<file path="src/rtl/tpm_pkg.sv">
/*
  Constants shared by the one pulse timer and its prescaler: register
  indices, field positions, reset values, bus encodings and divider ratios.
  Assumes a 32-bit AHB-Lite bus and 8-bit timer registers in the low byte lane.
*/
package tpm_pkg;

  ////////////////////////////////////////////////////////////////////////////
  // Register indices; the byte address of each is four times its index
  localparam logic [7:0] IDX_CR2   = 8'h51;
  localparam logic [7:0] IDX_CR1   = 8'h52;
  localparam logic [7:0] IDX_CSR   = 8'h53;
  localparam logic [7:0] IDX_IC1HR = 8'h54;
  localparam logic [7:0] IDX_IC1LR = 8'h55;
  localparam logic [7:0] IDX_OC1HR = 8'h56;
  localparam logic [7:0] IDX_OC1LR = 8'h57;
  localparam logic [7:0] IDX_CHR   = 8'h58;
  localparam logic [7:0] IDX_CLR   = 8'h59;
  localparam logic [7:0] IDX_ALTERNATE_COUNTER_HIGH_BYTE  = 8'h5A;
  localparam logic [7:0] IDX_ALTERNATE_COUNTER_LOW_BYTE  = 8'h5B;
  localparam logic [7:0] IDX_SECOND_CAPTURE_HIGH_BYTE = 8'h5C;
  localparam logic [7:0] IDX_SECOND_CAPTURE_LOW_BYTE = 8'h5D;
  localparam logic [7:0] IDX_SECOND_COMPARE_HIGH_BYTE = 8'h5E;
  localparam logic [7:0] IDX_SECOND_COMPARE_LOW_BYTE = 8'h5F;
  localparam logic [7:0] IDX_ISTAT = 8'h60;
  localparam logic [7:0] IDX_IMASK = 8'h61;

  ////////////////////////////////////////////////////////////////////////////
  // Field positions of the second and first control registers
  localparam int unsigned CR2_FIRST_COMPARE_OUTPUT_ENABLE  = 7;
  localparam int unsigned CR2_OC2E  = 6;
  localparam int unsigned CR2_OPM   = 5;
  localparam int unsigned CR2_PWM   = 4;
  localparam int unsigned CR2_CC_HI = 3;
  localparam int unsigned CR2_CC_LO = 2;
  localparam int unsigned CR2_IEDG2 = 1;
  localparam int unsigned CR1_CAPTURE_INTERRUPT_ENABLE  = 7;
  localparam int unsigned CR1_OCIE  = 6;
  localparam int unsigned CR1_TOIE  = 5;
  localparam int unsigned CR1_DURING_PULSE_LEVEL = 2;
  localparam int unsigned CR1_FIRST_EDGE_SELECT = 1;
  localparam int unsigned CR1_AFTER_PULSE_LEVEL = 0;

  // Status flags sit in bits 7:3; the same layout serves status and mask
  localparam int unsigned NFLAG     = 5;
  localparam int unsigned FLAG_LO   = 3;
  localparam int unsigned CSR_TIMD  = 2;
  localparam int unsigned FL_FIRST_CAPTURE_FLAG   = 4;
  localparam int unsigned FL_FIRST_COMPARE_FLAG   = 3;
  localparam int unsigned FL_TOF    = 2;
  localparam int unsigned FL_SECOND_CAPTURE_FLAG   = 1;
  localparam int unsigned FL_SECOND_COMPARE_FLAG   = 0;

  ////////////////////////////////////////////////////////////////////////////
  // Reset and load values
  localparam logic [7:0]  REG_RST     = 8'h00;
  localparam logic [7:0]  IMASK_RST   = 8'hF8;
  localparam logic [15:0] CNT_RST     = 16'hFFFC;
  localparam logic [15:0] CNT_MAX     = 16'hFFFF;
  localparam logic [15:0] OPM_START   = 16'h00FC;
  localparam logic [15:0] OPM_CAPTURE = 16'hFFFD;
  localparam logic [15:0] WORD_RST    = 16'h0000;

  ////////////////////////////////////////////////////////////////////////////
  // Clock and prescaler
  localparam int unsigned CLK_HZ      = 10000000;
  localparam int unsigned CLK_NS      = 100;
  localparam int unsigned PRESCALE_FACTOR_W     = 13;
  localparam int unsigned DIV_CC00    = 4;
  localparam int unsigned DIV_CC01    = 2;
  localparam int unsigned DIV_CC10    = 8;
  localparam int unsigned DIV_LONG    = 8000;

  ////////////////////////////////////////////////////////////////////////////
  // AHB-Lite encodings
  localparam int unsigned IDX_LO      = 2;
  localparam int unsigned IDX_HI      = 9;
  localparam logic        HRESP_OKAY  = 1'b0;

endpackage

</file>
<file path="src/rtl/tpm_prescaler.sv">
/*
  Timer clock prescaler: turns the bus clock into a one-cycle count enable
  at one of four ratios chosen by the clock select field.
  Assumes a single clock; the long ratio is a parameter so benches can shrink it.
*/
`timescale 1ns/1ps
module tpm_prescaler #(
  parameter int unsigned LONG_DIV = tpm_pkg::DIV_LONG
) (
  // Clock and reset
  input  wire logic       hclk,
  input  wire logic       hresetn,
  // Ratio select
  input  wire logic [1:0] clock_select_field,
  // Count enable, one cycle wide
  output logic            tick_ff
);

  logic [tpm_pkg::PRESCALE_FACTOR_W-1:0] div_cnt_ff;
  logic [tpm_pkg::PRESCALE_FACTOR_W-1:0] last_cnt;

  // Terminal count of the selected ratio
  always_comb begin
    case (clock_select_field)
      2'h0:    last_cnt = tpm_pkg::PRESCALE_FACTOR_W'(tpm_pkg::DIV_CC00 - 1);
      2'h1:    last_cnt = tpm_pkg::PRESCALE_FACTOR_W'(tpm_pkg::DIV_CC01 - 1);
      2'h2:    last_cnt = tpm_pkg::PRESCALE_FACTOR_W'(tpm_pkg::DIV_CC10 - 1);
      default: last_cnt = tpm_pkg::PRESCALE_FACTOR_W'(LONG_DIV - 1);
    endcase
  end

  // Divider; a ratio change lands on a short count at worst, never a hang
  always_ff @(posedge hclk or negedge hresetn) begin
    if (!hresetn) begin
      div_cnt_ff <= '0;
      tick_ff    <= 1'b0;
    end else if (div_cnt_ff >= last_cnt) begin
      div_cnt_ff <= '0;
      tick_ff    <= 1'b1;
    end else begin
      div_cnt_ff <= div_cnt_ff + 1'b1;
      tick_ff    <= 1'b0;
    end
  end

endmodule

</file>
<file path="src/rtl/tpm_timer.sv">
/*
  Sixteen-bit timer with one pulse, pulse width and plain compare/capture
  operation, reached over an AHB-Lite slave port with a level interrupt.
  Assumes trigger and capture pins already synchronous to hclk.
*/
// What this block does
// - One pulse runs only with select bit set
// - Trigger from capture one, end from compare one
// - Trigger loads counter, level, flag and capture
// - Capture flag raises interrupt when enabled
// - Flag clears after status read then low access
// - Compare one match drives after-pulse level
// - No compare one flag; compare two still works
// - Pulse width modulation wins over one pulse
// - Equal levels give constant output
// - Capture one edges restart; capture two captures
// - Compare two flags only, no waveform
// - Output enable hands pin to compare one
// - Edge select picks trigger polarity
`timescale 1ns/1ps
module tpm_timer #(
  parameter int unsigned LONG_DIV = tpm_pkg::DIV_LONG
) (
  // Clock and reset
  input  wire logic        hclk,
  input  wire logic        hresetn,
  // AHB-Lite slave
  input  wire logic        hsel,
  input  wire logic [31:0] haddr,
  input  wire logic [1:0]  htrans,
  input  wire logic        hwrite,
  input  wire logic [2:0]  hsize,
  input  wire logic [31:0] hwdata,
  input  wire logic        hready,
  output logic [31:0]      hrdata,
  output logic             hreadyout,
  output logic             hresp,
  // Timer pins
  input  wire logic        trigger_input,
  input  wire logic        second_capture_input,
  output logic             pulse_output,
  output logic             second_compare_output,
  // Interrupt
  output logic             irq
);

  ////////////////////////////////////////////////////////////////////////////
  // State
  logic [7:0]  cr2_ff, cr1_ff, istat_ff, imask_ff;
  logic        timd_ff;
  logic [15:0] cnt_ff, ic1_ff, ic2_ff, oc1_ff, oc2_ff;
  logic [tpm_pkg::NFLAG-1:0] fl_ff, arm_ff, ev, lo_acc;
  logic        trig_prev_ff, cap2_prev_ff, eq1_prev_ff, eq2_prev_ff;
  logic        lvl_ff, lvl2_ff;
  logic        hrdata_vld_ff;
  logic [7:0]  rd_byte_ff;
  logic        wr_pend_ff;
  logic [7:0]  wr_idx_ff;
  logic        pulse_output_ff, second_compare_output_ff, irq_ff;
  logic        tick;

  ////////////////////////////////////////////////////////////////////////////
  // Mode decode and pin events
  logic       opm_mode, pwm_mode, norm_mode, edge1, edge2, m1, m2, trig_opm, pwm_wrap;
  logic [1:0] cc_sel;
  assign pwm_mode  = cr2_ff[tpm_pkg::CR2_PWM];
  assign opm_mode  = cr2_ff[tpm_pkg::CR2_OPM] && !pwm_mode;
  assign norm_mode = !opm_mode && !pwm_mode;
  assign cc_sel    = cr2_ff[tpm_pkg::CR2_CC_HI:tpm_pkg::CR2_CC_LO];
  // Edge select turns the chosen transition into a one-cycle event
  assign edge1 = cr1_ff[tpm_pkg::CR1_FIRST_EDGE_SELECT] ? (trigger_input && !trig_prev_ff)
                                            : (!trigger_input && trig_prev_ff);
  assign edge2 = cr2_ff[tpm_pkg::CR2_IEDG2] ? (second_capture_input && !cap2_prev_ff)
                                            : (!second_capture_input && cap2_prev_ff);
  assign trig_opm = opm_mode && edge1;
  // Matches fire once, on the cycle the counter reaches the compare value
  assign m1 = (cnt_ff == oc1_ff) && !eq1_prev_ff;
  assign m2 = (cnt_ff == oc2_ff) && !eq2_prev_ff;
  assign pwm_wrap = pwm_mode && m2;

  // Previous pin levels and match states for edge detection
  always_ff @(posedge hclk or negedge hresetn) begin
    if (!hresetn) begin
      trig_prev_ff <= 1'b0;
      cap2_prev_ff <= 1'b0;
      eq1_prev_ff  <= 1'b0;
      eq2_prev_ff  <= 1'b0;
    end else begin
      trig_prev_ff <= trigger_input;
      cap2_prev_ff <= second_capture_input;
      eq1_prev_ff  <= (cnt_ff == oc1_ff);
      eq2_prev_ff  <= (cnt_ff == oc2_ff);
    end
  end

  // Prescaler; the compare one value is software's job to size from it
  tpm_prescaler #(
    .LONG_DIV           (LONG_DIV)
  ) u_prescale_factor (
    .hclk               (hclk),
    .hresetn            (hresetn),
    .clock_select_field (cc_sel),
    .tick_ff            (tick)
  );

  ////////////////////////////////////////////////////////////////////////////
  // Counter: trigger restart beats wrap beats counting
  always_ff @(posedge hclk or negedge hresetn) begin
    if (!hresetn) begin
      cnt_ff <= tpm_pkg::CNT_RST;
    end else if (trig_opm) begin
      cnt_ff <= tpm_pkg::OPM_START;
    end else if (pwm_wrap) begin
      cnt_ff <= tpm_pkg::CNT_RST;
    end else if (tick && !timd_ff) begin
      cnt_ff <= cnt_ff + 1'b1;
    end
  end

  // Capture registers; capture one only loads the fixed value in one pulse
  always_ff @(posedge hclk or negedge hresetn) begin
    if (!hresetn) begin
      ic1_ff <= tpm_pkg::WORD_RST;
      ic2_ff <= tpm_pkg::WORD_RST;
    end else begin
      if (trig_opm) begin
        ic1_ff <= tpm_pkg::OPM_CAPTURE;
      end else if (norm_mode && edge1) begin
        ic1_ff <= cnt_ff;
      end
      if (edge2 && !pwm_mode) begin
        ic2_ff <= cnt_ff;
      end
    end
  end

  // Hardware events, one per flag; compare one never flags in one pulse
  always_comb begin
    ev = '0;
    ev[tpm_pkg::FL_FIRST_CAPTURE_FLAG] = edge1 && !pwm_mode;
    ev[tpm_pkg::FL_FIRST_COMPARE_FLAG] = m1 && norm_mode;
    ev[tpm_pkg::FL_TOF]  = tick && !timd_ff && !trig_opm && !pwm_wrap
                           && (cnt_ff == tpm_pkg::CNT_MAX);
    ev[tpm_pkg::FL_SECOND_CAPTURE_FLAG] = edge2 && !pwm_mode;
    ev[tpm_pkg::FL_SECOND_COMPARE_FLAG] = m2 && !pwm_mode;
  end

  ////////////////////////////////////////////////////////////////////////////
  // Pulse and compare levels
  always_ff @(posedge hclk or negedge hresetn) begin
    if (!hresetn) begin
      lvl_ff <= 1'b0;
    end else if (trig_opm) begin
      lvl_ff <= cr1_ff[tpm_pkg::CR1_DURING_PULSE_LEVEL];
    end else if (m1) begin
      lvl_ff <= cr1_ff[tpm_pkg::CR1_AFTER_PULSE_LEVEL];
    end else if (pwm_mode && m2) begin
      lvl_ff <= cr1_ff[tpm_pkg::CR1_DURING_PULSE_LEVEL];
    end
  end

  // Second compare drives its own level only in plain operation
  always_ff @(posedge hclk or negedge hresetn) begin
    if (!hresetn) begin
      lvl2_ff <= 1'b0;
    end else if (norm_mode && m2) begin
      lvl2_ff <= cr1_ff[tpm_pkg::CR1_DURING_PULSE_LEVEL];
    end
  end

  // Pins are low while their output enables are off
  always_ff @(posedge hclk or negedge hresetn) begin
    if (!hresetn) begin
      pulse_output_ff          <= 1'b0;
      second_compare_output_ff <= 1'b0;
    end else begin
      pulse_output_ff          <= cr2_ff[tpm_pkg::CR2_FIRST_COMPARE_OUTPUT_ENABLE] && lvl_ff;
      second_compare_output_ff <= cr2_ff[tpm_pkg::CR2_OC2E] && norm_mode && lvl2_ff;
    end
  end

  ////////////////////////////////////////////////////////////////////////////
  // Bus decode: reads act at the address phase, writes at the data phase
  logic       acc_go, rd_go, mapped;
  logic [7:0] acc_idx;
  assign acc_go  = hsel && hready && htrans[1];
  assign acc_idx = haddr[tpm_pkg::IDX_HI:tpm_pkg::IDX_LO];
  assign mapped  = (haddr[31:tpm_pkg::IDX_HI+1] == '0) && (haddr[1:0] == 2'h0)
                   && (acc_idx >= tpm_pkg::IDX_CR2) && (acc_idx <= tpm_pkg::IDX_IMASK);
  assign rd_go   = acc_go && !hwrite && mapped;

  logic wr_now;
  logic [7:0] wbyte;
  assign wr_now = wr_pend_ff;
  assign wbyte  = hwdata[7:0];

  // Capture the write address for the data phase
  always_ff @(posedge hclk or negedge hresetn) begin
    if (!hresetn) begin
      wr_pend_ff <= 1'b0;
      wr_idx_ff  <= 8'h00;
    end else if (hready) begin
      wr_pend_ff <= acc_go && hwrite && mapped;
      wr_idx_ff  <= acc_idx;
    end
  end

  // Low byte accesses that complete a flag clear
  logic [7:0] lo_idx [tpm_pkg::NFLAG];
  assign lo_idx[tpm_pkg::FL_FIRST_CAPTURE_FLAG] = tpm_pkg::IDX_IC1LR;
  assign lo_idx[tpm_pkg::FL_FIRST_COMPARE_FLAG] = tpm_pkg::IDX_OC1LR;
  assign lo_idx[tpm_pkg::FL_TOF]  = tpm_pkg::IDX_CLR;
  assign lo_idx[tpm_pkg::FL_SECOND_CAPTURE_FLAG] = tpm_pkg::IDX_SECOND_CAPTURE_LOW_BYTE;
  assign lo_idx[tpm_pkg::FL_SECOND_COMPARE_FLAG] = tpm_pkg::IDX_SECOND_COMPARE_LOW_BYTE;

  // Each flag arms on a status read and clears on its low byte access
  genvar gi;
  generate
    for (gi = 0; gi < tpm_pkg::NFLAG; gi++) begin : g_flag
      assign lo_acc[gi] = (rd_go && acc_idx == lo_idx[gi]) || (wr_now && wr_idx_ff == lo_idx[gi]);
      always_ff @(posedge hclk or negedge hresetn) begin
        if (!hresetn) begin
          fl_ff[gi]    <= 1'b0;
          arm_ff[gi]   <= 1'b0;
          istat_ff[gi+tpm_pkg::FLAG_LO] <= 1'b0;
        end else begin
          // A new event wins over a clear in the same cycle
          if (ev[gi]) begin
            fl_ff[gi]  <= 1'b1;
            arm_ff[gi] <= 1'b0;
          end else if (arm_ff[gi] && lo_acc[gi]) begin
            fl_ff[gi]  <= 1'b0;
            arm_ff[gi] <= 1'b0;
          end else if (rd_go && acc_idx == tpm_pkg::IDX_CSR && fl_ff[gi]) begin
            arm_ff[gi] <= 1'b1;
          end
          // Sticky interrupt status, write one to clear, set wins
          if (ev[gi]) begin
            istat_ff[gi+tpm_pkg::FLAG_LO] <= 1'b1;
          end else if (wr_now && wr_idx_ff == tpm_pkg::IDX_ISTAT
                       && wbyte[gi+tpm_pkg::FLAG_LO]) begin
            istat_ff[gi+tpm_pkg::FLAG_LO] <= 1'b0;
          end
        end
      end
    end
  endgenerate
  always_ff @(posedge hclk or negedge hresetn) begin
    if (!hresetn) begin
      istat_ff[tpm_pkg::FLAG_LO-1:0] <= '0;
    end else begin
      istat_ff[tpm_pkg::FLAG_LO-1:0] <= '0;
    end
  end

  // Software-written registers
  always_ff @(posedge hclk or negedge hresetn) begin
    if (!hresetn) begin
      cr2_ff   <= tpm_pkg::REG_RST;
      cr1_ff   <= tpm_pkg::REG_RST;
      timd_ff  <= 1'b0;
      oc1_ff   <= tpm_pkg::WORD_RST;
      oc2_ff   <= tpm_pkg::WORD_RST;
      imask_ff <= tpm_pkg::IMASK_RST;
    end else if (wr_now) begin
      case (wr_idx_ff)
        tpm_pkg::IDX_CR2:   cr2_ff <= wbyte;
        tpm_pkg::IDX_CR1:   cr1_ff <= wbyte;
        tpm_pkg::IDX_CSR:   timd_ff <= wbyte[tpm_pkg::CSR_TIMD];
        tpm_pkg::IDX_OC1HR: oc1_ff[15:8] <= wbyte;
        tpm_pkg::IDX_OC1LR: oc1_ff[7:0] <= wbyte;
        tpm_pkg::IDX_SECOND_COMPARE_HIGH_BYTE: oc2_ff[15:8] <= wbyte;
        tpm_pkg::IDX_SECOND_COMPARE_LOW_BYTE: oc2_ff[7:0] <= wbyte;
        tpm_pkg::IDX_IMASK: imask_ff <= wbyte & tpm_pkg::IMASK_RST;
        default: ;
      endcase
    end
  end

  // Read multiplexer; unmapped indices and the spare bits of CSR, ISTAT and IMASK read zero
  logic [7:0] rd_byte;
  always_comb begin
    case (acc_idx)
      tpm_pkg::IDX_CR2:   rd_byte = cr2_ff;
      tpm_pkg::IDX_CR1:   rd_byte = cr1_ff;
      tpm_pkg::IDX_CSR:   rd_byte = {fl_ff, timd_ff, 2'b00};
      tpm_pkg::IDX_IC1HR: rd_byte = ic1_ff[15:8];
      tpm_pkg::IDX_IC1LR: rd_byte = ic1_ff[7:0];
      tpm_pkg::IDX_OC1HR: rd_byte = oc1_ff[15:8];
      tpm_pkg::IDX_OC1LR: rd_byte = oc1_ff[7:0];
      tpm_pkg::IDX_CHR:   rd_byte = cnt_ff[15:8];
      tpm_pkg::IDX_CLR:   rd_byte = cnt_ff[7:0];
      tpm_pkg::IDX_ALTERNATE_COUNTER_HIGH_BYTE:  rd_byte = cnt_ff[15:8];
      tpm_pkg::IDX_ALTERNATE_COUNTER_LOW_BYTE:  rd_byte = cnt_ff[7:0];
      tpm_pkg::IDX_SECOND_CAPTURE_HIGH_BYTE: rd_byte = ic2_ff[15:8];
      tpm_pkg::IDX_SECOND_CAPTURE_LOW_BYTE: rd_byte = ic2_ff[7:0];
      tpm_pkg::IDX_SECOND_COMPARE_HIGH_BYTE: rd_byte = oc2_ff[15:8];
      tpm_pkg::IDX_SECOND_COMPARE_LOW_BYTE: rd_byte = oc2_ff[7:0];
      tpm_pkg::IDX_ISTAT: rd_byte = istat_ff;
      tpm_pkg::IDX_IMASK: rd_byte = imask_ff;
      default:            rd_byte = 8'h00;
    endcase
  end

  // Read data is registered at the address phase, so no wait states
  always_ff @(posedge hclk or negedge hresetn) begin
    if (!hresetn) begin
      rd_byte_ff    <= 8'h00;
      hrdata_vld_ff <= 1'b0;
    end else if (hready) begin
      rd_byte_ff    <= rd_go ? rd_byte : 8'h00;
      hrdata_vld_ff <= rd_go;
    end
  end

  // Interrupt: sticky status gated by mask and by the per-source enables
  logic [7:0] en_vec;
  assign en_vec = {cr1_ff[tpm_pkg::CR1_CAPTURE_INTERRUPT_ENABLE], cr1_ff[tpm_pkg::CR1_OCIE],
                   cr1_ff[tpm_pkg::CR1_TOIE], cr1_ff[tpm_pkg::CR1_CAPTURE_INTERRUPT_ENABLE],
                   cr1_ff[tpm_pkg::CR1_OCIE], 3'b000};
  always_ff @(posedge hclk or negedge hresetn) begin
    if (!hresetn) begin
      irq_ff <= 1'b0;
    end else begin
      irq_ff <= |(istat_ff & imask_ff & en_vec);
    end
  end

  ////////////////////////////////////////////////////////////////////////////
  // Outputs
  assign hrdata                = {24'h00_0000, rd_byte_ff};
  assign hreadyout             = 1'b1;
  assign hresp                 = tpm_pkg::HRESP_OKAY;
  assign pulse_output          = pulse_output_ff;
  assign second_compare_output = second_compare_output_ff;
  assign irq                   = irq_ff;
endmodule

</file>
<file path="config.mk">
export PLATFORM = sky130hd
export DESIGN_NAME = tpm_timer
export DESIGN_NICKNAME = d
export VERILOG_FILES = /design/src/rtl/tpm_pkg.sv /design/src/rtl/tpm_prescaler.sv /design/src/rtl/tpm_timer.sv
export SDC_FILE = /design/constraint.sdc
export NUM_CORES = 1
export LEC_CHECK = 0
export ABC_AREA = 1
export BUFFER_PORTS_ARGS = -buffer_cell sky130_fd_sc_hd__buf_2
export CAP_MARGIN = 20
export CORE_ASPECT_RATIO = 1.4
export CORE_MARGIN = 4
export CORE_UTILIZATION = 54
export CTS_CLUSTER_SIZE = 8
export DETAILED_ROUTE_END_ITERATION = 6
export PLACE_DENSITY_LB_ADDON = 0.2
export SLEW_MARGIN = 5
export SYNTH_ARGS = -nofsm -noshare
export SYNTH_HDL_FRONTEND = slang
export SYNTH_SLANG_ARGS = --single-unit
</file>
<file path="constraint.sdc">
create_clock -name hclk -period 2.1 [get_ports hclk]
set_input_delay 0.42 -clock hclk [delete_from_list [all_inputs] [get_ports hclk]]
set_output_delay 0.42 -clock hclk [all_outputs]
set_load 0.01 [all_outputs]
</file>
* After elaboration in Yosys (flattened, before gate mapping)
Index checks and enable logic that the tools add are counted.
** Cells by class
- Add/sub/neg operators :: 2
- Magnitude comparators :: 3
- Equal/unequal tests :: 34
- Multiplexer cells :: 50
- Bitwise gates (word level) :: 2
- Reduce and logical (&&, ||, !) cells :: 108
** Operator list (count)
- 8-bit by 7-bit equality test with 1-bit output, second input constant :: 29
- 8-bit one-hot mux with 15 select lines :: 1
- 16-bit two-way mux :: 5
- 1-bit logical AND :: 59
- 1-bit two-way mux :: 41
- 13-bit one-hot mux with 3 select lines :: 1
- 16-bit equality test :: 2
- 22-bit zero test :: 1
- 2-bit nonzero test :: 11
- 3-bit nonzero test :: 7
- 16-bit by 1-bit adder with 16-bit output, second input constant :: 1
- 8-bit bitwise AND :: 2
- 16-bit equality test, second input constant :: 1
- 2-bit AND reduction :: 8
- 13-bit by 1-bit adder with 13-bit output, second input constant :: 1
- 13-bit >= comparator :: 1
- 13-bit two-way mux :: 1
- 1-bit zero test :: 12
- 8-bit by 7-bit >= comparator with 1-bit output, second input constant :: 1
- 8-bit by 7-bit less-or-equal comparator with 1-bit output, second input constant :: 1
- 8-bit two-way mux :: 1
- 8-bit OR reduction :: 1
- 1-bit logical OR :: 5
- 2-bit zero test :: 2
- other kinds (3) :: 4
** Storage, ports and cells
- Bits in registers :: 157

* Longest topological paths before layout
Gate-level depths: netlist (run 1).
- Depth after elaboration :: 10
- Gate-level depth with buffers :: 13

* Cells and area by module
Synthesis (run 1) repeated with hierarchy kept, for this count alone.
** Second synthesis, totals
- Cell total of the unflattened synthesis :: 1232
- Area total of the unflattened synthesis :: 8924.8 um^2
** By module, submodules not included
- tpm_timer :: times used 1, cells an instance 1104, area each 7940.1 um^2, sequential area each 3602.2 um^2
- tpm_prescaler :: times used 1, cells an instance 128, area each 984.7 um^2, sequential area each 350.3 um^2

* Worst setup path after synthesis (run 1)
Ideal clock, no wire load.
- Path type :: register to register
- Start point :: register cr2_ff[3]
- End point :: register u_prescale_factor.div_cnt_ff[10] (netlist name)
- Library setup time :: 0.130 ns
- Data arrival time :: 1.641 ns
- Slack :: 0.328 ns
- Stages on the path, launching flop included :: 9
- Cell sequence :: dfrtp_1 nand2_1 ha_1 nand4_1 a21oi_1 o21ai_0 o211ai_1 clkbuf_1 nor2_1
** On the way
- Cells in the longest elaborated chain, start to end :: 4
- Elaborated cells between the ends (all ways) :: 6
- Classes of those cells :: order compare: 1; eq/ne: 2; mux: 2; reduce/logical: 1
** RTL lines
- start, declared :: line tpm_timer.sv:49 : logic [7:0] cr2_ff, cr1_ff, istat_ff, imask_ff;
- start signal, assigned :: line tpm_timer.sv:259 : cr2_ff <= tpm_pkg::REG_RST;
- start signal, assigned :: line tpm_timer.sv:267 : tpm_pkg::IDX_CR2: cr2_ff <= wbyte;
- 2-bit equality test (tied with other cells) :: line tpm_prescaler.sv:24 : case (clock_select_field)
- 13-bit one-hot mux with 3 select lines (*) :: line tpm_prescaler.sv:24
- 13-bit >= comparator (*) :: line tpm_prescaler.sv:37 : end else if (div_cnt_ff >= last_cnt) begin
- 13-bit two-way mux (*) :: line tpm_prescaler.sv:37
- end signal, assigned :: line tpm_prescaler.sv:41 : div_cnt_ff <= div_cnt_ff + 1'b1;
- end, declared :: line tpm_prescaler.sv:19 : logic [tpm_pkg::PRESCALE_FACTOR_W-1:0] div_cnt_ff;
Every way passes the cells marked *; elsewhere a longest branch is shown, timed or not.
A chain may end at the register's enable or synchronous reset.

* Final worst setup path (run 1)
- Start point :: register cnt_ff[6]
- End point :: register arm_ff[2] (netlist name)
** On the way
- Cells in the longest elaborated chain, start to end :: 7
- Elaborated cells between the ends (all ways) :: 9
- Classes of those cells :: eq/ne: 2; mux: 1; reduce/logical: 6
** RTL lines
- start, declared :: line tpm_timer.sv:51 : logic [15:0] cnt_ff, ic1_ff, ic2_ff, oc1_ff, oc2_ff;
- start signal, assigned :: line tpm_timer.sv:110 : cnt_ff <= tpm_pkg::CNT_RST;
- start signal, assigned :: line tpm_timer.sv:112 : cnt_ff <= tpm_pkg::OPM_START;
- start signal, assigned :: line tpm_timer.sv:114 : cnt_ff <= tpm_pkg::CNT_RST;
- 16-bit equality test :: line tpm_timer.sv:78 : assign m2 = (cnt_ff == oc2_ff) && !eq2_prev_ff;
- 1-bit logical AND :: line tpm_timer.sv:78
- 1-bit logical AND :: line tpm_timer.sv:79 : assign pwm_wrap = pwm_mode && m2;
- 1-bit zero test :: line tpm_timer.sv:142 : ev[tpm_pkg::FL_TOF] = tick && !timd_ff && !trig_opm && !pwm_wrap
- 1-bit logical AND :: line tpm_timer.sv:142
- 1-bit logical AND (*) :: line tpm_timer.sv:143 : && (cnt_ff == tpm_pkg::CNT_MAX);
- 3-bit nonzero test (no source line) / 1-bit two-way mux (equally long branches)
- end signal, assigned by index :: line tpm_timer.sv:224 : arm_ff[gi] <= 1'b0;
- end signal, assigned by index :: line tpm_timer.sv:230 : arm_ff[gi] <= 1'b0;
- end signal, assigned by index :: line tpm_timer.sv:233 : arm_ff[gi] <= 1'b0;
- end, declared :: line tpm_timer.sv:52 : logic [tpm_pkg::NFLAG-1:0] fl_ff, arm_ff, ev, lo_acc;
Marked as above.

==> impl_metrics.yaml, run 1 <==
sta:
  finalSetupTns_ns: 0
  slew_viol_final: 0
  fin_skew_ns: 0.0109
  setup_ws_ns: 0.119
  period_minus_slack_ns: 1.98
  finalHoldViolations: 0
  tightest_slew_ns: 0.558
  finalCritPeriodShare_pct: 94.3
  setup-violations-final: 0
  max-slew-margin-rel_pct: 62.7
  fmax_mhz: 505
  rsz0062_at_grt: "false"
job:
  cap_violations: 0
cts:
  cts_buffers: 17
  clkSlewWorstSetupHoldPaths_ns: 0.07
  cts_tree: "built"
  cts_sinks: 157
  cts_max_level: 4
  cts-root-buf: "clkbuf_16"
  clkLatencyLatePin_ns: 0.43
  cts_buffer_depth: 2
die:
  num_rows: 55
  ios: 113
  fp.coreArea_um2: 16100
  fp.dieH_um: 159
  start_util_pct: 54.8
  die_x_um: 116
  die_area_um2: 18500
worst_setup_path:
  cp_common_cell: "nand2_1"
  crit_path_max_fanout: 21
  path_delay_family: "simple AND/OR/NAND/NOR gates"
  critPathRequiredTime_ns: 2.46
  critPathLaunchType: "flop"
  cp_data_arrival_time_ns: 2.35
  ff2ff_path_depth: 11
  path_cells: "inv_1 > nand2_1 > nand2_1 > nor2_1 > nand2_1 > nor2_4 > nand4_2 > buf_12 > nand3_2 > nand2_1 > nor2_1"
  worst_path_max_delay_cell: "dfstp_2"
  crit_path_end_kind: "flop"
  critical_path_depth: 11
  crit_type: "reg -> reg"
  max_stage_delay_ns: 0.53
  cp_num_buf_inv: 2
finish:
  drive_gt1_share_pct: 16.0
  syn_to_final_growth_pct: 15.9
  diodes: 0
  final_net_count: 1392
  most-common-layout-cells: "nand2_1, dfrtp_1, nor2_1, o21ai_0, inv_1"
  final_common_cell: "nand2_1"
synth:
  syn_area_per_cell_um2: 7.35
  synthMuxAreaShare_pct: 0
  synth_top_family_by_area: "simple AND/OR/NAND/NOR gates"
  synth_xor_area_share_pct: 3.27
  syn_area_um2: 8830
  syn_inst: 1201
  synth_simple_gate_area_share_pct: 33.0
  ys_seq_elements: 157
  ys_seq_area_share_pct: 44.8
  synthAdderAreaFrac_pct: 1.70
  synth_compound_area_share_pct: 8.33
  synthDistinctLibCells: 38
  yosys_warnings: 0
pwr:
  ir_worst_vdd_v: 0.000438
  switching_power_uw: 1620
  p_leak_uw: 0.00555
  power_density_nw_per_um2: 637
  power.share.combinational_pct: 5.5
  pwr-share-seq_pct: 47.8
  internal_power_uw: 4900
  power_frac_clock_pct: 46.7
  p_sw_share_pct: 24.8
route:
  avgRoutedWirePerCell_um: 17.9
  ant_nets: 0
  routed_wl_mm: 27.2
  first_pass_iters: 5
  viasPerCell: 5.46
  drc: 0
  via_count: 8283
  drt_iter0_markers: 739
grt:
  grt_pass1_wl_mm: 42.6
  grt_max_degree: 67
  antenna_found_initial: 0
  grt_use_total_pct: 30.5
  overflow: 0
  grt_pass1_vias: 8084
placed_design:
  numPortBuffers: 58
  dp_slack_ns: 0.00863
  gp_congestion: 0.964
  dp_hpwl_mm: 20.4
min_path:
  hold_depth: 1
  hp-class: "in -> reg"
status:
  status: "completed"
worst register-to-register path, cell delays in order, from the launching register on:
cell and delay, ns:
dfstp_2 0.53, inv_1 0.13, nand2_1 0.12, nand2_1 0.06, nor2_1 0.13, nand2_1 0.11, nor2_4 0.16, nand4_2 0.13
buf_12 0.19, nand3_2 0.18, nand2_1 0.08, nor2_1 0.09
repair_timing:
item / CTS / global route
gates resized for setup: 0 / 4
hold buffers: 1 / 0
buffers inserted: 0 / 2
endpoints found under the setup margin: 0 / 18
endpoints found under the hold margin: 43 / 0
power by group through the flow:
stage	logic, µW	clock network, µW	registers [µW]
6_report	357	3040	3120
5_1_grt	402	3210	3120
4_1_cts	358	3070	3120
3_5_place_dp	355	0	3170
3_3_place_gp	349	0	3170
2_1_floorplan	198	0	3160
routing by layer:
layer,up-vias,global-route usage [%],wire length (µm)
met2,341,49.8,13300
li1,4004,-,-
met1,3835,36.9,10300
met4,0,18.5,1820
met5,-,0,0
met3,103,5.36,1760
logic make-up (layout without fill, tap and decap cells):
logic type / count (synthesis) / count (layout)
other: 2 / 26
buffers and inverters: 171 / 263
adders and majority gates: 12 / 12
DFF: 157 / 157
and+or+nand+nor: 683 / 683
xor gates and xnor gates: 33 / 33
AOI/OAI and AO/OA: 143 / 143
synthesized netlist by cell type, drive strengths merged:
| library cell | n | area share (%) |
|---|---|---|
| nand2 | 400 | 17 |
| o22ai | 4 | 0.28 |
| a31o | 1 | 0.099 |
| inv | 110 | 4.7 |
| nand3 | 91 | 5.4 |
| nor2 | 137 | 6.3 |
| o21ai | 124 | 7.0 |
| nand4 | 36 | 2.7 |
| a21oi | 11 | 0.67 |
| dfstp | 19 | 5.7 |
| xnor2 | 8 | 0.79 |
| and3 | 1 | 0.071 |
| o211ai | 2 | 0.17 |
| xor2 | 25 | 2.5 |
| conb | 2 | 0.085 |
| dfrtp | 138 | 39 |
| nand3b | 2 | 0.17 |
| nor4 | 1 | 0.071 |
| and2 | 1 | 0.071 |
| nor3 | 14 | 1.2 |
| clkinv | 1 | 0.042 |
| clkbuf | 17 | 0.72 |
| buf | 43 | 3.4 |
| o31ai | 1 | 0.085 |
| ha | 12 | 1.7 |
final timing paths:
check / endpoint / slack (ns) / startpoint
min in group asynchronous: arm_ff[3] / 0.47 / hresetn
hold reg to reg: rd_byte_ff[5] / 0.48 / rd_byte_ff[5]
setup / recovery: arm_ff[2] / 0.12 / cnt_ff[6]
hold / removal: trig_prev_ff / 0.12 / trigger_input
setup reg to reg: arm_ff[2] / 0.12 / cnt_ff[6]
max in group asynchronous: imask_ff[7] / 0.90 / hresetn
registers in the layout (all words and copies together), names as in the netlist, 5 cells and up:
signal                        cells
oc2_ff                           16
cnt_ff                           16
oc1_ff                           16
wr_idx_ff                         8
cr1_ff                            8
arm_ff                            5
cr2_ff                            8
istat_ff                          5
fl_ff                             5
u_prescale_factor.div_cnt_ff     13
ic1_ff                           16
ic2_ff                           16
rd_byte_ff                        8
imask_ff                          5
cell type report:
type                            count  area [µm²]
Tap cell                          199         249
Fill cell                        1481        5870
Clock inverter                     13         128
Multi-Input combinational cell    897        4200
Clock buffer                       19         453
Sequential cell                   157        3950
Timing Repair Buffer              120         827
Inverter                          111         417
per-stage QoR:
step / std cells / util (%) / total power [µW] / hold slack, ns / cell area (µm²)
floorplan: 1225 / - / 3360 / 0.124 / 8920
global placement: 1481 / 59.7 / 3520 / 0.372 / 9610
detailed placement: 1481 / 59.7 / 3520 / 0.369 / 9610
CTS: 1514 / 63.4 / 6540 / 0.110 / 10200
global route: 1516 / 63.5 / 6730 / 0.107 / 10200
finish: 1516 / 63.5 / 6520 / 0.117 / 10200
Note: power is estimated with default switching activity, not from simulation.
==> run 2, diff against run 1 <==
RECOVER_POWER = 50   (was unset)
==> impl_metrics.yaml, run 2 (synthesis gave the netlist of run 1 again) <==
status:
  status: "complete, but fails checks"
  violations: "DRC"
route:
  first_pass_iters: 7
  ant_nets: 0
  drt_iter0_markers: 709
  routed_wl_mm: 27.2
  drc: 9
  avgRoutedWirePerCell_um: 17.9
  via_count: 8295
  viasPerCell: 5.47
worst_setup_path:
  path_delay_family: "simple AND/OR/NAND/NOR gates"
  crit_path_max_fanout: 4
  r2r_slack_ns: 0.10
  crit_path_end_kind: "flop"
  cp_common_cell: "nand2_1"
  crit_type: "reg -> reg"
  cp_data_arrival_time_ns: 2.31
  max_stage_delay_ns: 0.53
  path_cells: "inv_1 > nand2_1 > nand2_1 > nor2_1 > nand2_1 > nor2_4 > nand2_1 > nor2_2 > nand2_1 > o21ai_0 > nand2_1"
  cp_num_buf_inv: 1
  worst_path_max_delay_cell: "dfstp_2"
  critPathRequiredTime_ns: 2.41
  critPathLaunchType: "flop"
pwr:
  power_density_nw_per_um2: 637
  switching_power_uw: 1610
  ir_worst_vdd_v: 0.000440
  p_leak_uw: 0.00553
  pwr-share-seq_pct: 47.9
  power.share.combinational_pct: 5.4
  p_sw_share_pct: 24.7
  internal_power_uw: 4890
  power_frac_clock_pct: 46.7
cts:
  cts_tree: "built"
  clkSlewWorstSetupHoldPaths_ns: 0.07
  clkLatencyLatePin_ns: 0.43
  cts_sinks: 157
  cts_buffers: 17
  cts-root-buf: "clkbuf_16"
  cts_buffer_depth: 2
  cts_max_level: 4
placed_design:
  placed_cells_incl_taps: 1481
  gp_congestion: 0.964
  numPortBuffers: 58
  dp_hpwl_mm: 20.4
sta:
  fmax_mhz: 501
  period_minus_slack_ns: 2.00
  setup-violations-final: 0
  finalCritPeriodShare_pct: 95.1
  rsz0062_at_grt: "false"
  tightest_slew_ns: 1.16
  max-slew-margin-rel_pct: 22.6
  fin_skew_ns: 0.0124
  finalHoldViolations: 0
  slew_viol_final: 0
  finalSetupTns_ns: 0
finish:
  final_net_count: 1392
  fin_cells: 1516
  final_common_cell: "nand2_1"
  diodes: 0
  most-common-layout-cells: "nand2_1, dfrtp_1, nor2_1, o21ai_0, inv_1"
  syn_to_final_growth_pct: 15.6
  drive_gt1_share_pct: 15.8
die:
  ios: 113
  start_util_pct: 54.8
  fp.coreArea_um2: 16100
  num_rows: 55
  die_x_um: 116
  fp.dieH_um: 159
  die_area_um2: 18500
grt:
  antenna_found_initial: 0
  grt_pass1_vias: 8084
  grt_use_total_pct: 30.5
  grt_max_degree: 67
  grt_pass1_wl_mm: 42.6
  overflow: 0
job:
  cap_violations: 0
min_path:
  hp-class: "in -> reg"
run 2: cell types whose count changed in the layout (fill, tap and decap cells not counted):
cell / before / now
buf_2: 57 / 55
buf_4: 56 / 55
buf_8: 0 / 1
clkbuf_1: 0 / 3
clkbuf_2: 0 / 1
buf_12: 5 / 3
run 2: power by group through the flow:
stage / logic (µW) / clock network [µW] / registers [µW]
final: 351 / 3040 / 3120
after CTS: 358 / 3070 / 3120
after global routing: 396 / 3210 / 3120
after detailed placement: 355 / 0 / 3170
after global placement: 349 / 0 / 3170
after floorplan: 198 / 0 / 3160
run 2: timing repair:
| action | in CTS | in global routing |
|---|---|---|
| buffers inserted | 0 | 2 |
| setup endpoints to repair | 0 | 18 |
| endpoints found under the hold margin | 43 | 0 |
| gates resized for setup | 0 | 4 |
| hold buffers | 1 | 0 |
run 2: stage by stage:
step | setup slack [ns] | utilization (%) | power (µW) | hold slack [ns] | area [µm²]
floorplan | 0.328 | - | 3360 | 0.124 | 8920
global placement | 0.00262 | 59.7 | 3520 | 0.372 | 9610
detailed placement | 0.00863 | 59.7 | 3520 | 0.369 | 9610
CTS | 0.0752 | 63.4 | 6540 | 0.110 | 10200
global route | 0.00210 | 63.4 | 6720 | 0.120 | 10200
finish | 0.102 | 63.4 | 6500 | 0.133 | 10200
run 2: final cells by class:
| cell class | instances | area [µm²] |
|---|---|---|
| Multi-Input combinational cell | 897 | 4200 |
| Clock buffer | 19 | 453 |
| Tap cell | 199 | 249 |
| Sequential cell | 157 | 3950 |
| Fill cell | 1484 | 5900 |
| Inverter | 111 | 417 |
| Clock inverter | 13 | 128 |
| Timing Repair Buffer | 120 | 801 |
run 2: metal layers:
metal / part of all wire (%) / vias to the layer above / global-route usage (%)
met5: 0 / - / 0
met4: 6.5 / 0 / 18.5
met3: 6.7 / 92 / 5.36
met2: 49 / 360 / 49.8
met1: 38 / 3837 / 36.9
li1: - / 4006 / -
run 2: worst paths after layout:
| path | startpoint | endpoint | cells past startpoint |
|---|---|---|---|
| setup / recovery | cnt_ff[6] | lvl2_ff | 11 |
| hold / removal | trigger_input | trig_prev_ff | 1 |
| setup reg to reg | cnt_ff[6] | lvl2_ff | 11 |
| hold reg to reg | rd_byte_ff[3] | rd_byte_ff[3] | 2 |
| max in group asynchronous | hresetn | cnt_ff[4] | 3 |
| min in group asynchronous | hresetn | arm_ff[3] | 2 |
